===== src/splr_pkg.sv =====
// Purpose: shared constants and types for the serial pixel link receiver
// Assumes: 25 MHz system clock; bit-rate strobe supplied by the PLL wrapper
// Notes: frame bit mapping is held here so both link ends can share it
package splr_pkg;

  localparam int CLK_PERIOD_NS = 40;
  localparam int EN_HOLD_NS = 10000;
  localparam int EN_GLITCH_NS = 5000;
  localparam int EN_HOLD_CYC = (EN_HOLD_NS + CLK_PERIOD_NS - 1) / CLK_PERIOD_NS;
  localparam int EN_GLITCH_CYC = EN_GLITCH_NS / CLK_PERIOD_NS;
  localparam logic [8:0] EN_HOLD_CNT = 9'(EN_HOLD_CYC);

  localparam int BITS_PER_LANE = 15;
  localparam logic [3:0] BIT_CNT_LAST = 4'(BITS_PER_LANE - 1);
  localparam logic [3:0] PCLK_HIGH_BITS = 4'h7;

  // frame = {lane one word, lane zero word}, first bit in the msb of each
  localparam int FRAME_BITS = 2 * BITS_PER_LANE;
  localparam int PAYLOAD_LSB = 0;
  localparam int PAYLOAD_BITS = 27;
  localparam int PARITY_POS = 27;
  localparam int RSV0_POS = 28;
  localparam int RSV1_POS = 29;

  localparam logic [7:0] ADDR_CTRL = 8'h00;
  localparam logic [7:0] ADDR_STATUS = 8'h04;
  localparam logic [7:0] ADDR_PERR = 8'h08;
  localparam logic CTRL_COUNT_EN_RESET = 1'b1;
  localparam logic [1:0] RESP_OKAY = 2'b00;
  localparam logic [1:0] RESP_SLVERR = 2'b10;

  typedef enum logic [1:0] {
    SPLR_SHUTDOWN = 2'b00,
    SPLR_STANDBY = 2'b01,
    SPLR_ACQUIRE = 2'b10,
    SPLR_RECEIVE = 2'b11
  } splr_mode_t;

  typedef struct packed {
    logic valid;
    logic hsync;
    logic vsync;
    logic [23:0] color;
  } splr_pixel_t;

  localparam splr_pixel_t STATIC_PIXEL = '{valid: 1'b0, hsync: 1'b1, vsync: 1'b1,
                                           color: 24'hFFFFFF};

  typedef struct packed {
    splr_mode_t mode;
    logic en_filt;
    logic [8:0] en_cnt;
    logic cm_s1;
    logic cm_s2;
    logic slow_s1;
    logic slow_s2;
    logic act_s1;
    logic act_s2;
    logic lock_s1;
    logic lock_s2;
    logic lock_seen;
    logic pll_en;
    logic deser_en;
    logic [14:0] sh0;
    logic [14:0] sh1;
    logic [3:0] bit_cnt;
    splr_pixel_t pix;
    splr_pixel_t last_good;
    logic pclk;
    logic count_en;
    logic [15:0] perr_cnt;
    logic aw_got;
    logic w_got;
    logic [7:0] awaddr;
    logic [31:0] wdata;
    logic [3:0] wstrb;
    logic awready;
    logic wready;
    logic bvalid;
    logic [1:0] bresp;
    logic arready;
    logic rvalid;
    logic [1:0] rresp;
    logic [31:0] rdata;
  } splr_state_t;

endpackage


===== src/splr_receiver.sv =====
// Purpose: mode sequencer, deserializer and parity screen of the pixel link receiver
// Assumes: all inputs synchronous to clk; bit_strobe pulses once per link bit period
// Notes:
//
// The AXI4-Lite interface to the registers and the register offsets were decided locally.
`timescale 1ns/10ps
module splr_receiver
  import splr_pkg::*;
(
  input wire logic clk,
  input wire logic reset,
  input wire logic receiver_enable_pin,
  input wire logic clock_common_mode_level,
  input wire logic clock_rate_below_500k,
  input wire logic clock_rate_above_3m,
  input wire logic pll_locked,
  input wire logic bit_strobe,
  input wire logic serial_lane_zero,
  input wire logic serial_lane_one,
  output logic [23:0] color_out,
  output logic vertical_sync_out,
  output logic horizontal_sync_out,
  output logic display_valid_out,
  output logic pixel_clock_out,
  output logic pll_enable,
  output logic deserializer_enable,
  input wire logic [7:0] s_axi_awaddr,
  input wire logic s_axi_awvalid,
  output logic s_axi_awready,
  input wire logic [31:0] s_axi_wdata,
  input wire logic [3:0] s_axi_wstrb,
  input wire logic s_axi_wvalid,
  output logic s_axi_wready,
  output logic [1:0] s_axi_bresp,
  output logic s_axi_bvalid,
  input wire logic s_axi_bready,
  input wire logic [7:0] s_axi_araddr,
  input wire logic s_axi_arvalid,
  output logic s_axi_arready,
  output logic [31:0] s_axi_rdata,
  output logic [1:0] s_axi_rresp,
  output logic s_axi_rvalid,
  input wire logic s_axi_rready
);

  splr_state_t s_r;
  splr_state_t s_nxt;
  logic frame_done;
  logic [FRAME_BITS-1:0] frame;
  splr_pixel_t rx_pixel;
  logic rx_parity;
  logic parity_ok;
  logic clock_bad;

  // slot mapping is the only place that knows where payload and parity sit
  // built from the registered shifters and the incoming bits, so no loop through s_nxt
  assign frame = {s_r.sh1[13:0], serial_lane_one, s_r.sh0[13:0], serial_lane_zero};
  assign rx_pixel = splr_pixel_t'(frame[PAYLOAD_LSB +: PAYLOAD_BITS]);
  assign rx_parity = frame[PARITY_POS];
  assign parity_ok = ^{rx_pixel, rx_parity};
  assign clock_bad = s_r.cm_s2 || s_r.slow_s2;

  always_comb
  begin
    s_nxt = s_r;
    frame_done = 1'b0;
    // detector levels pass two flops before anything looks at them
    s_nxt.cm_s1 = clock_common_mode_level;
    s_nxt.cm_s2 = s_r.cm_s1;
    s_nxt.slow_s1 = clock_rate_below_500k;
    s_nxt.slow_s2 = s_r.slow_s1;
    s_nxt.act_s1 = clock_rate_above_3m;
    s_nxt.act_s2 = s_r.act_s1;
    s_nxt.lock_s1 = pll_locked;
    s_nxt.lock_s2 = s_r.lock_s1;

    // enable filter: the pin must differ from the filtered level a full hold time
    if (receiver_enable_pin == s_r.en_filt)
    begin
      s_nxt.en_cnt = 9'h000;
    end
    else if (s_r.en_cnt == EN_HOLD_CNT)
    begin
      s_nxt.en_filt = receiver_enable_pin;
      s_nxt.en_cnt = 9'h000;
    end
    else
    begin
      s_nxt.en_cnt = s_r.en_cnt + 9'h001;
    end

    case (s_r.mode)
      SPLR_SHUTDOWN:
      begin
        // pin and clock lane are still sensed here
        if (s_r.en_filt && s_r.cm_s2)
          s_nxt.mode = SPLR_STANDBY;
      end
      SPLR_STANDBY:
      begin
        if (!s_r.en_filt)
          s_nxt.mode = SPLR_SHUTDOWN;
        else if (!clock_bad && s_r.act_s2)
          s_nxt.mode = SPLR_ACQUIRE;
      end
      SPLR_ACQUIRE:
      begin
        if (!s_r.en_filt)
          s_nxt.mode = SPLR_SHUTDOWN;
        else if (clock_bad)
          s_nxt.mode = SPLR_STANDBY;
        else if (s_r.lock_s2)
          s_nxt.mode = SPLR_RECEIVE;
      end
      SPLR_RECEIVE:
      begin
        if (!s_r.en_filt)
          s_nxt.mode = SPLR_SHUTDOWN;
        else if (clock_bad)
          s_nxt.mode = SPLR_STANDBY;
        else if (!s_r.lock_s2)
          s_nxt.mode = SPLR_ACQUIRE;
      end
      default:
      begin
        s_nxt.mode = SPLR_SHUTDOWN;
      end
    endcase

    if (s_nxt.mode == SPLR_SHUTDOWN || s_nxt.mode == SPLR_STANDBY)
      s_nxt.lock_seen = 1'b0;
    else if (s_nxt.mode == SPLR_RECEIVE)
      s_nxt.lock_seen = 1'b1;

    s_nxt.pll_en = (s_nxt.mode == SPLR_ACQUIRE) || (s_nxt.mode == SPLR_RECEIVE);
    s_nxt.deser_en = (s_nxt.mode == SPLR_RECEIVE);

    if (s_nxt.mode != SPLR_RECEIVE)
    begin
      // lanes ignored and bus parked until lock is reached
      s_nxt.bit_cnt = 4'h0;
      s_nxt.pclk = 1'b0;
      s_nxt.pix = STATIC_PIXEL;
    end
    else if (bit_strobe)
    begin
      s_nxt.sh0 = {s_r.sh0[13:0], serial_lane_zero};
      s_nxt.sh1 = {s_r.sh1[13:0], serial_lane_one};
      if (s_r.bit_cnt == BIT_CNT_LAST)
      begin
        s_nxt.bit_cnt = 4'h0;
        frame_done = 1'b1;
      end
      else
      begin
        s_nxt.bit_cnt = s_r.bit_cnt + 4'h1;
      end
      s_nxt.pclk = (s_nxt.bit_cnt < PCLK_HIGH_BITS);
    end

    // judged only in receive, i.e. after clock detect and lock
    if (frame_done && s_r.lock_seen)
    begin
      if (parity_ok)
      begin
        s_nxt.pix = rx_pixel;
        s_nxt.last_good = rx_pixel;
      end
      else
      begin
        // a bad word must not disturb the syncs, so replay the last good one
        s_nxt.pix = s_r.last_good;
      end
    end

    // register bus: address and data may arrive in either order
    if (s_r.awready && s_axi_awvalid)
    begin
      s_nxt.aw_got = 1'b1;
      s_nxt.awaddr = s_axi_awaddr;
    end
    if (s_r.wready && s_axi_wvalid)
    begin
      s_nxt.w_got = 1'b1;
      s_nxt.wdata = s_axi_wdata;
      s_nxt.wstrb = s_axi_wstrb;
    end
    if (s_r.bvalid && s_axi_bready)
      s_nxt.bvalid = 1'b0;

    if (frame_done && s_r.lock_seen && !parity_ok && s_r.count_en)
      s_nxt.perr_cnt = s_r.perr_cnt + 16'h0001;

    if (s_r.aw_got && s_r.w_got && !s_r.bvalid)
    begin
      s_nxt.aw_got = 1'b0;
      s_nxt.w_got = 1'b0;
      s_nxt.bvalid = 1'b1;
      s_nxt.bresp = RESP_OKAY;
      if (s_r.awaddr == ADDR_CTRL)
      begin
        if (s_r.wstrb[0])
          s_nxt.count_en = s_r.wdata[0];
      end
      else if (s_r.awaddr == ADDR_PERR)
      begin
        // an error landing in the clearing cycle is still counted
        s_nxt.perr_cnt = (frame_done && s_r.lock_seen && !parity_ok && s_r.count_en)
                         ? 16'h0001 : 16'h0000;
      end
      else if (s_r.awaddr != ADDR_STATUS)
      begin
        s_nxt.bresp = RESP_SLVERR;
      end
    end
    s_nxt.awready = !s_nxt.aw_got && !s_nxt.bvalid;
    s_nxt.wready = !s_nxt.w_got && !s_nxt.bvalid;

    if (s_r.rvalid && s_axi_rready)
      s_nxt.rvalid = 1'b0;
    if (s_r.arready && s_axi_arvalid)
    begin
      s_nxt.rvalid = 1'b1;
      s_nxt.rresp = RESP_OKAY;
      if (s_axi_araddr == ADDR_CTRL)
        s_nxt.rdata = {31'h00000000, s_r.count_en};
      else if (s_axi_araddr == ADDR_STATUS)
        s_nxt.rdata = {26'h0000000, s_r.lock_seen, s_r.lock_s2, s_r.en_filt,
                       s_r.pll_en, s_r.mode};
      else if (s_axi_araddr == ADDR_PERR)
        s_nxt.rdata = {16'h0000, s_r.perr_cnt};
      else
      begin
        s_nxt.rdata = 32'h00000000;
        s_nxt.rresp = RESP_SLVERR;
      end
    end
    s_nxt.arready = !s_nxt.rvalid;
  end

  always_ff @(posedge clk or posedge reset)
  begin
    if (reset)
    begin
      s_r <= '0;
      s_r.pix <= STATIC_PIXEL;
      s_r.last_good <= STATIC_PIXEL;
      s_r.count_en <= CTRL_COUNT_EN_RESET;
      s_r.awready <= 1'b1;
      s_r.wready <= 1'b1;
      s_r.arready <= 1'b1;
    end
    else
    begin
      s_r <= s_nxt;
    end
  end

  assign color_out = s_r.pix.color;
  assign vertical_sync_out = s_r.pix.vsync;
  assign horizontal_sync_out = s_r.pix.hsync;
  assign display_valid_out = s_r.pix.valid;
  assign pixel_clock_out = s_r.pclk;
  assign pll_enable = s_r.pll_en;
  assign deserializer_enable = s_r.deser_en;
  assign s_axi_awready = s_r.awready;
  assign s_axi_wready = s_r.wready;
  assign s_axi_bvalid = s_r.bvalid;
  assign s_axi_bresp = s_r.bresp;
  assign s_axi_arready = s_r.arready;
  assign s_axi_rvalid = s_r.rvalid;
  assign s_axi_rresp = s_r.rresp;
  assign s_axi_rdata = s_r.rdata;
endmodule // splr_receiver


===== config.mk =====
export PLATFORM = sky130hd
export DESIGN_NAME = splr_receiver
export DESIGN_NICKNAME = d
export VERILOG_FILES = /design/src/splr_pkg.sv /design/src/splr_receiver.sv
export SDC_FILE = /design/constraint.sdc
export NUM_CORES = 1
export LEC_CHECK = 0
export ABC_AREA = 1
export BUFFER_PORTS_ARGS = -buffer_cell sky130_fd_sc_hd__buf_2
export CAP_MARGIN = 25
export CORE_MARGIN = 2
export CORE_UTILIZATION = 51
export CTS_CLUSTER_DIAMETER = 50
export DETAILED_ROUTE_END_ITERATION = 16
export PLACE_DENSITY = 0.73
export SLEW_MARGIN = 10
export SYNTH_ARGS = -nofsm -noshare
export SYNTH_HDL_FRONTEND = slang
export SYNTH_SLANG_ARGS = --single-unit
export TNS_END_PERCENT = 10

===== constraint.sdc =====
create_clock -name clk -period 5.7 [get_ports clk]
set_clock_uncertainty 0.1 [all_clocks]
set_input_delay 1.14 -clock clk [delete_from_list [all_inputs] [get_ports clk]]
set_output_delay 1.14 -clock clk [all_outputs]
set_load 0.01 [all_outputs]

# == Word-level counts from Yosys, hierarchy flattened ==
# Index checks and enable logic that the tools add are counted.
# totals
reg_bits,178
in_bits,67
out_inout_bits,71
# classes
addsub,3
magnitude_cmp,1
eq_ne,14
n_mux,47
bitwise,2
n_reduce_logical,35
# op_table
operator,count
$mux W16,6
$mux W27,2
$mux W54,1
$mux W35,1
$mux W2,15
$reduce_xor A28 Y1,1
$mux W4,5
$mux W18,1
$mux W9,2
$add A16 B1 Y16 const B,1
$eq A8 B4 Y1 const B,2
$logic_not A8 Y1,2
$logic_and A1 B1 Y1,14
$mux W1,12
$add A9 B1 Y9 const B,1
$eq A9 B8 Y1 const B,1
$eq A2 B2 Y1 const B,4
$eq A8 B3 Y1 const B,1
$ne A8 B3 Y1 const B,1
$pmux W2 S4,1
$logic_not A1 Y1,7
$reduce_bool A2 Y1,3
$add A4 B1 Y4 const B,1
$eq A2 B1 Y1 const B,2
other kinds (10),15

# == Longest topological paths before layout ==
# depth
ltp_word,17
mapped_depth,18
depth_no_buf,15

# == Worst setup path after synthesis ==
# Ideal clock, no wire load.
# synth_timing
path_kind,input to register
start,input port serial_lane_one
end,register s_r[131] in the netlist's numbering
setup_ps,130
arrival_time_ps,2264
required_time_ps,5470
setup_slack_ps,3206
path_stages,16
n_path_buf,2
path_cell_list,inv_1 > nand2_1 > nand2_1 > nand2_1 > nand2_1 > nand2_1 > nand2_1 > nand2_1 > nand2_1 > nand2_1 > nand2_1 > buf_6 > buf_4 > nand2_1 > nand3_1 > o21ai_0
# synth_via
elab_chain_len,2
# synth_lines
item,line,rtl
start: declaration,splr_receiver.sv:19,"input wire logic serial_lane_one,"
$reduce_xor A28 Y1,splr_receiver.sv:60,"assign parity_ok = ^{rx_pixel, rx_parity};"
$mux W27,n/a,
end signal: assignment,splr_receiver.sv:255,s_r <= s_nxt;
end: declaration,splr_receiver.sv:46,splr_state_t s_r;
# Every way passes these cells.
# A chain may end at the register's enable or synchronous reset.

==> flow_summary.ini <==
[run_status]
status = complete, no violations

[sta]
maxSlewHeadroom = 0.3761
rsz0062_at_grt = no
tightest_slew_ns = 0.9336
hold_violations = 0
min_period_ns = 2.926
setup_slack_ns = 2.774
whs_ns = 0.2544
maxSlewViolCount = 0
period_share = 0.5133
setup_viol = 0
timing.fmax_mhz = 341.8
fin_tns_setup_ns = 0

[power]
power.density_nw_per_um2 = 340.4
p_leak_nw = 4.561
ir_drop_mv = 0.2166

[die]
die_area_um2 = 17320
core_um2 = 15890
fp-row-count = 46
fp.dieW_um = 131.6
die_y_um = 131.6
design.portCount = 138
initial_core_util = 0.5227

[setup_path]
ff2ff_path_depth = 8
r2r_start = s_r[159]
cp-startpoint = serial_lane_zero
crit_end = s_r[97]
cp_data_arrival_time_ns = 3.13
ff2ff_setup_slack_ns = 3.03
cp_max_fo = 18
worstSetupStartpointType = input pin
endpoint_kind = flop
r2r_end = s_r[117]
critical_path_class = input pin to flop
crit_required_ns = 5.91

[synth]
synth-async-reset-ratio = 1.000
synth_cell_types = 46
syn_avg_cell_area_um2 = 8.046
yosys-top-cells-count = nand2_1 (356), inv_1 (116), dfrtp_1 (104)
ys_ff_latch = 160
synth_area_um2 = 8303
yosysMostFrequentCell = nand2_1
syn_inst = 1032
synth_edf_count = 0
synth.top_cells.by_area = dfrtp_1 (31%), dfstp_2 (18%), nand2_1 (16%)
yosys.area.top_type = dfrtp_1
ys_dominant_reg_cell = dfrtp_1
yosysTopAreaCellShare = 0.3134
ys_seq_area_frac = 0.4907
yosysWarnings = 0

[cts]
clk_pin_slew_worst_paths_ns = 0.06
cts_tree = yes
clk_root_buffer_cell = clkbuf_16
cts.sinks = 160
postCtsSetupRepairBufs = 0
cts_hold_buf = 0
htree_levels = 4
numCtsBuffers = 17
clockBufferDepth = 2
cts-resized-gates = 0
insertion_delay_ns = 0.43

[route]
wl_um = 15730
drtPass1Iterations = 5
drc_errors = 0
wl_per_cell_um = 12.09
drtIter0Drc = 306
vias = 6291
vias_per_cell = 4.836
final_antenna_net_count = 0

[hold_path]
hp-class = flop to flop

[layout]
areaGrowthSynthToFinish_pct = 9.961
nets = 1144
final_area_um2 = 9130
diodes = 0
drive_gt1_frac = 0.2074

[global_routing]
grt_pass1_wl_um = 27630
grt_pass1_vias = 5967
met3_usage = 0.04514
top_usage_layer = met2
overflow = 0
antenna_found_initial = 0
grt_usage = 0.1937
grt_max_degree = 78
met1_usage = 0.2500
grtUsageMet2 = 0.3217

[placement]
dp_hpwl_um = 10710
place_congestion = 0.8250
pre_cts_slack_ns = 2.335
numPortBuffers = 85
placed_cell_area_um2 = 8493

[flow_run]
maxCapViolCount = 0
==> flip-flops by register name (all words and copies together), names as in the netlist <==
name / flops
vertical_sync_out: 1
s_nxt: 4
s_axi_wready: 1
s_axi_arready: 1
horizontal_sync_out: 1
s_axi_bresp: 1
s_axi_rdata: 16
s_r: 77
deserializer_enable: 1
frame: 26
s_axi_rresp: 1
pixel_clock_out: 1
s_axi_bvalid: 1
s_axi_awready: 1
pll_enable: 1
s_axi_rvalid: 1
color_out: 24
display_valid_out: 1
==> area by class of cell <==
| class | instances | area, um2 |
|---|---|---|
| Tap cell | 216 | 270.3 |
| Inverter | 118 | 452.9 |
| Timing Repair Buffer | 90 | 483.0 |
| Clock buffer | 22 | 454.2 |
| Clock inverter | 10 | 182.7 |
| Sequential cell | 160 | 4074 |
| Multi-Input combinational cell | 685 | 3213 |
| Fill cell | 1446 | 6755 |
==> worst max-delay path: stages <==
cell     delay, ns
buf_2         0.15
nand2_1       0.09
inv_1         0.04
nor2_1        0.08
nand2_1       0.06
nand2_1       0.08
nand2_1       0.06
nand2_1       0.07
nand2_1       0.06
nand2_1       0.08
nand2_1       0.05
nand2_1       0.36
buf_4         0.35
nand2_1       0.20
o21ai_0       0.19
nor2_1        0.06
==> per-layer routing <==
metal | wire length, um | vias up
met4 | 269 | 0
met5 | 0 | -
met2 | 7612 | 98
li1 | - | 3221
met3 | 548 | 26
met1 | 7301 | 2946
==> cell usage in the layout, fill, tap and decap left out, types with 2 or more instances in the layout <==
| cell type | count |
|---|---|
| nor2_1 | 59 |
| nand2_1 | 356 |
| nand4_1 | 11 |
| conb_1 | 18 |
| bufinv_16 | 5 |
| xnor2_1 | 5 |
| dfrtp_1 | 104 |
| clkbuf_16 | 17 |
| dfstp_2 | 56 |
| nor3_1 | 9 |
| or2_0 | 8 |
| inv_1 | 115 |
| or2_2 | 28 |
| clkinv_4 | 2 |
| clkbuf_1 | 4 |
| a21oi_1 | 5 |
| nand2_2 | 2 |
| and2_1 | 18 |
| buf_2 | 85 |
| clkinv_2 | 3 |
| inv_6 | 2 |
| ha_1 | 5 |
| nand3_1 | 49 |
| o21ai_0 | 76 |
| nand3_2 | 10 |
| nor4_1 | 3 |
| o22ai_1 | 2 |
| buf_4 | 4 |
| xor2_1 | 4 |
==> worst min path at each step <==
stage | from | endpoint | slack, ns | depth (start not counted)
floorplan | s_nxt[196] | s_r[196] | 0.23 | 0
global placement | s_nxt[202] | s_r[202] | 0.23 | 0
detailed placement | s_nxt[202] | s_r[202] | 0.24 | 0
CTS | s_nxt[198] | s_r[198] | 0.26 | 0
global route | s_nxt[198] | s_r[198] | 0.25 | 0
finish | s_nxt[198] | s_r[198] | 0.25 | 0
==> cell families (layout without fill, tap and decap cells) <==
logic type               after synthesis  after routing  synth area share
flip-flops                           160            160            0.4907
multiplexers                           1              1          0.001356
AO/OA/AOI/OAI                         91             91           0.06254
adder cells (fa/ha/maj)                5              5          0.007535
buffers and inverters                204            240            0.1300
AND/OR/NAND/NOR                      561            561            0.2979
other                                  1             18         0.0004516
XOR/XNOR                               9              9          0.009493
==> through the flow <==
stage | instances | power (mW) | util
CTS | 1301 | 3.135 | 0.5747
global route | 1301 | 3.285 | 0.5747
global placement | 1268 | 1.870 | 0.5329
detailed placement | 1269 | 1.889 | 0.5347
finish | 1301 | 3.108 | 0.5747
floorplan | 1049 | 1.784 | -
==> where the power goes <==
part	switching, mW	internal, mW	total (mW)
combinational	0.368	0.167	0.536
clock	0.449	0.789	1.24
sequential	0.0859	1.25	1.33
Power figures use the tool's default switching activity.
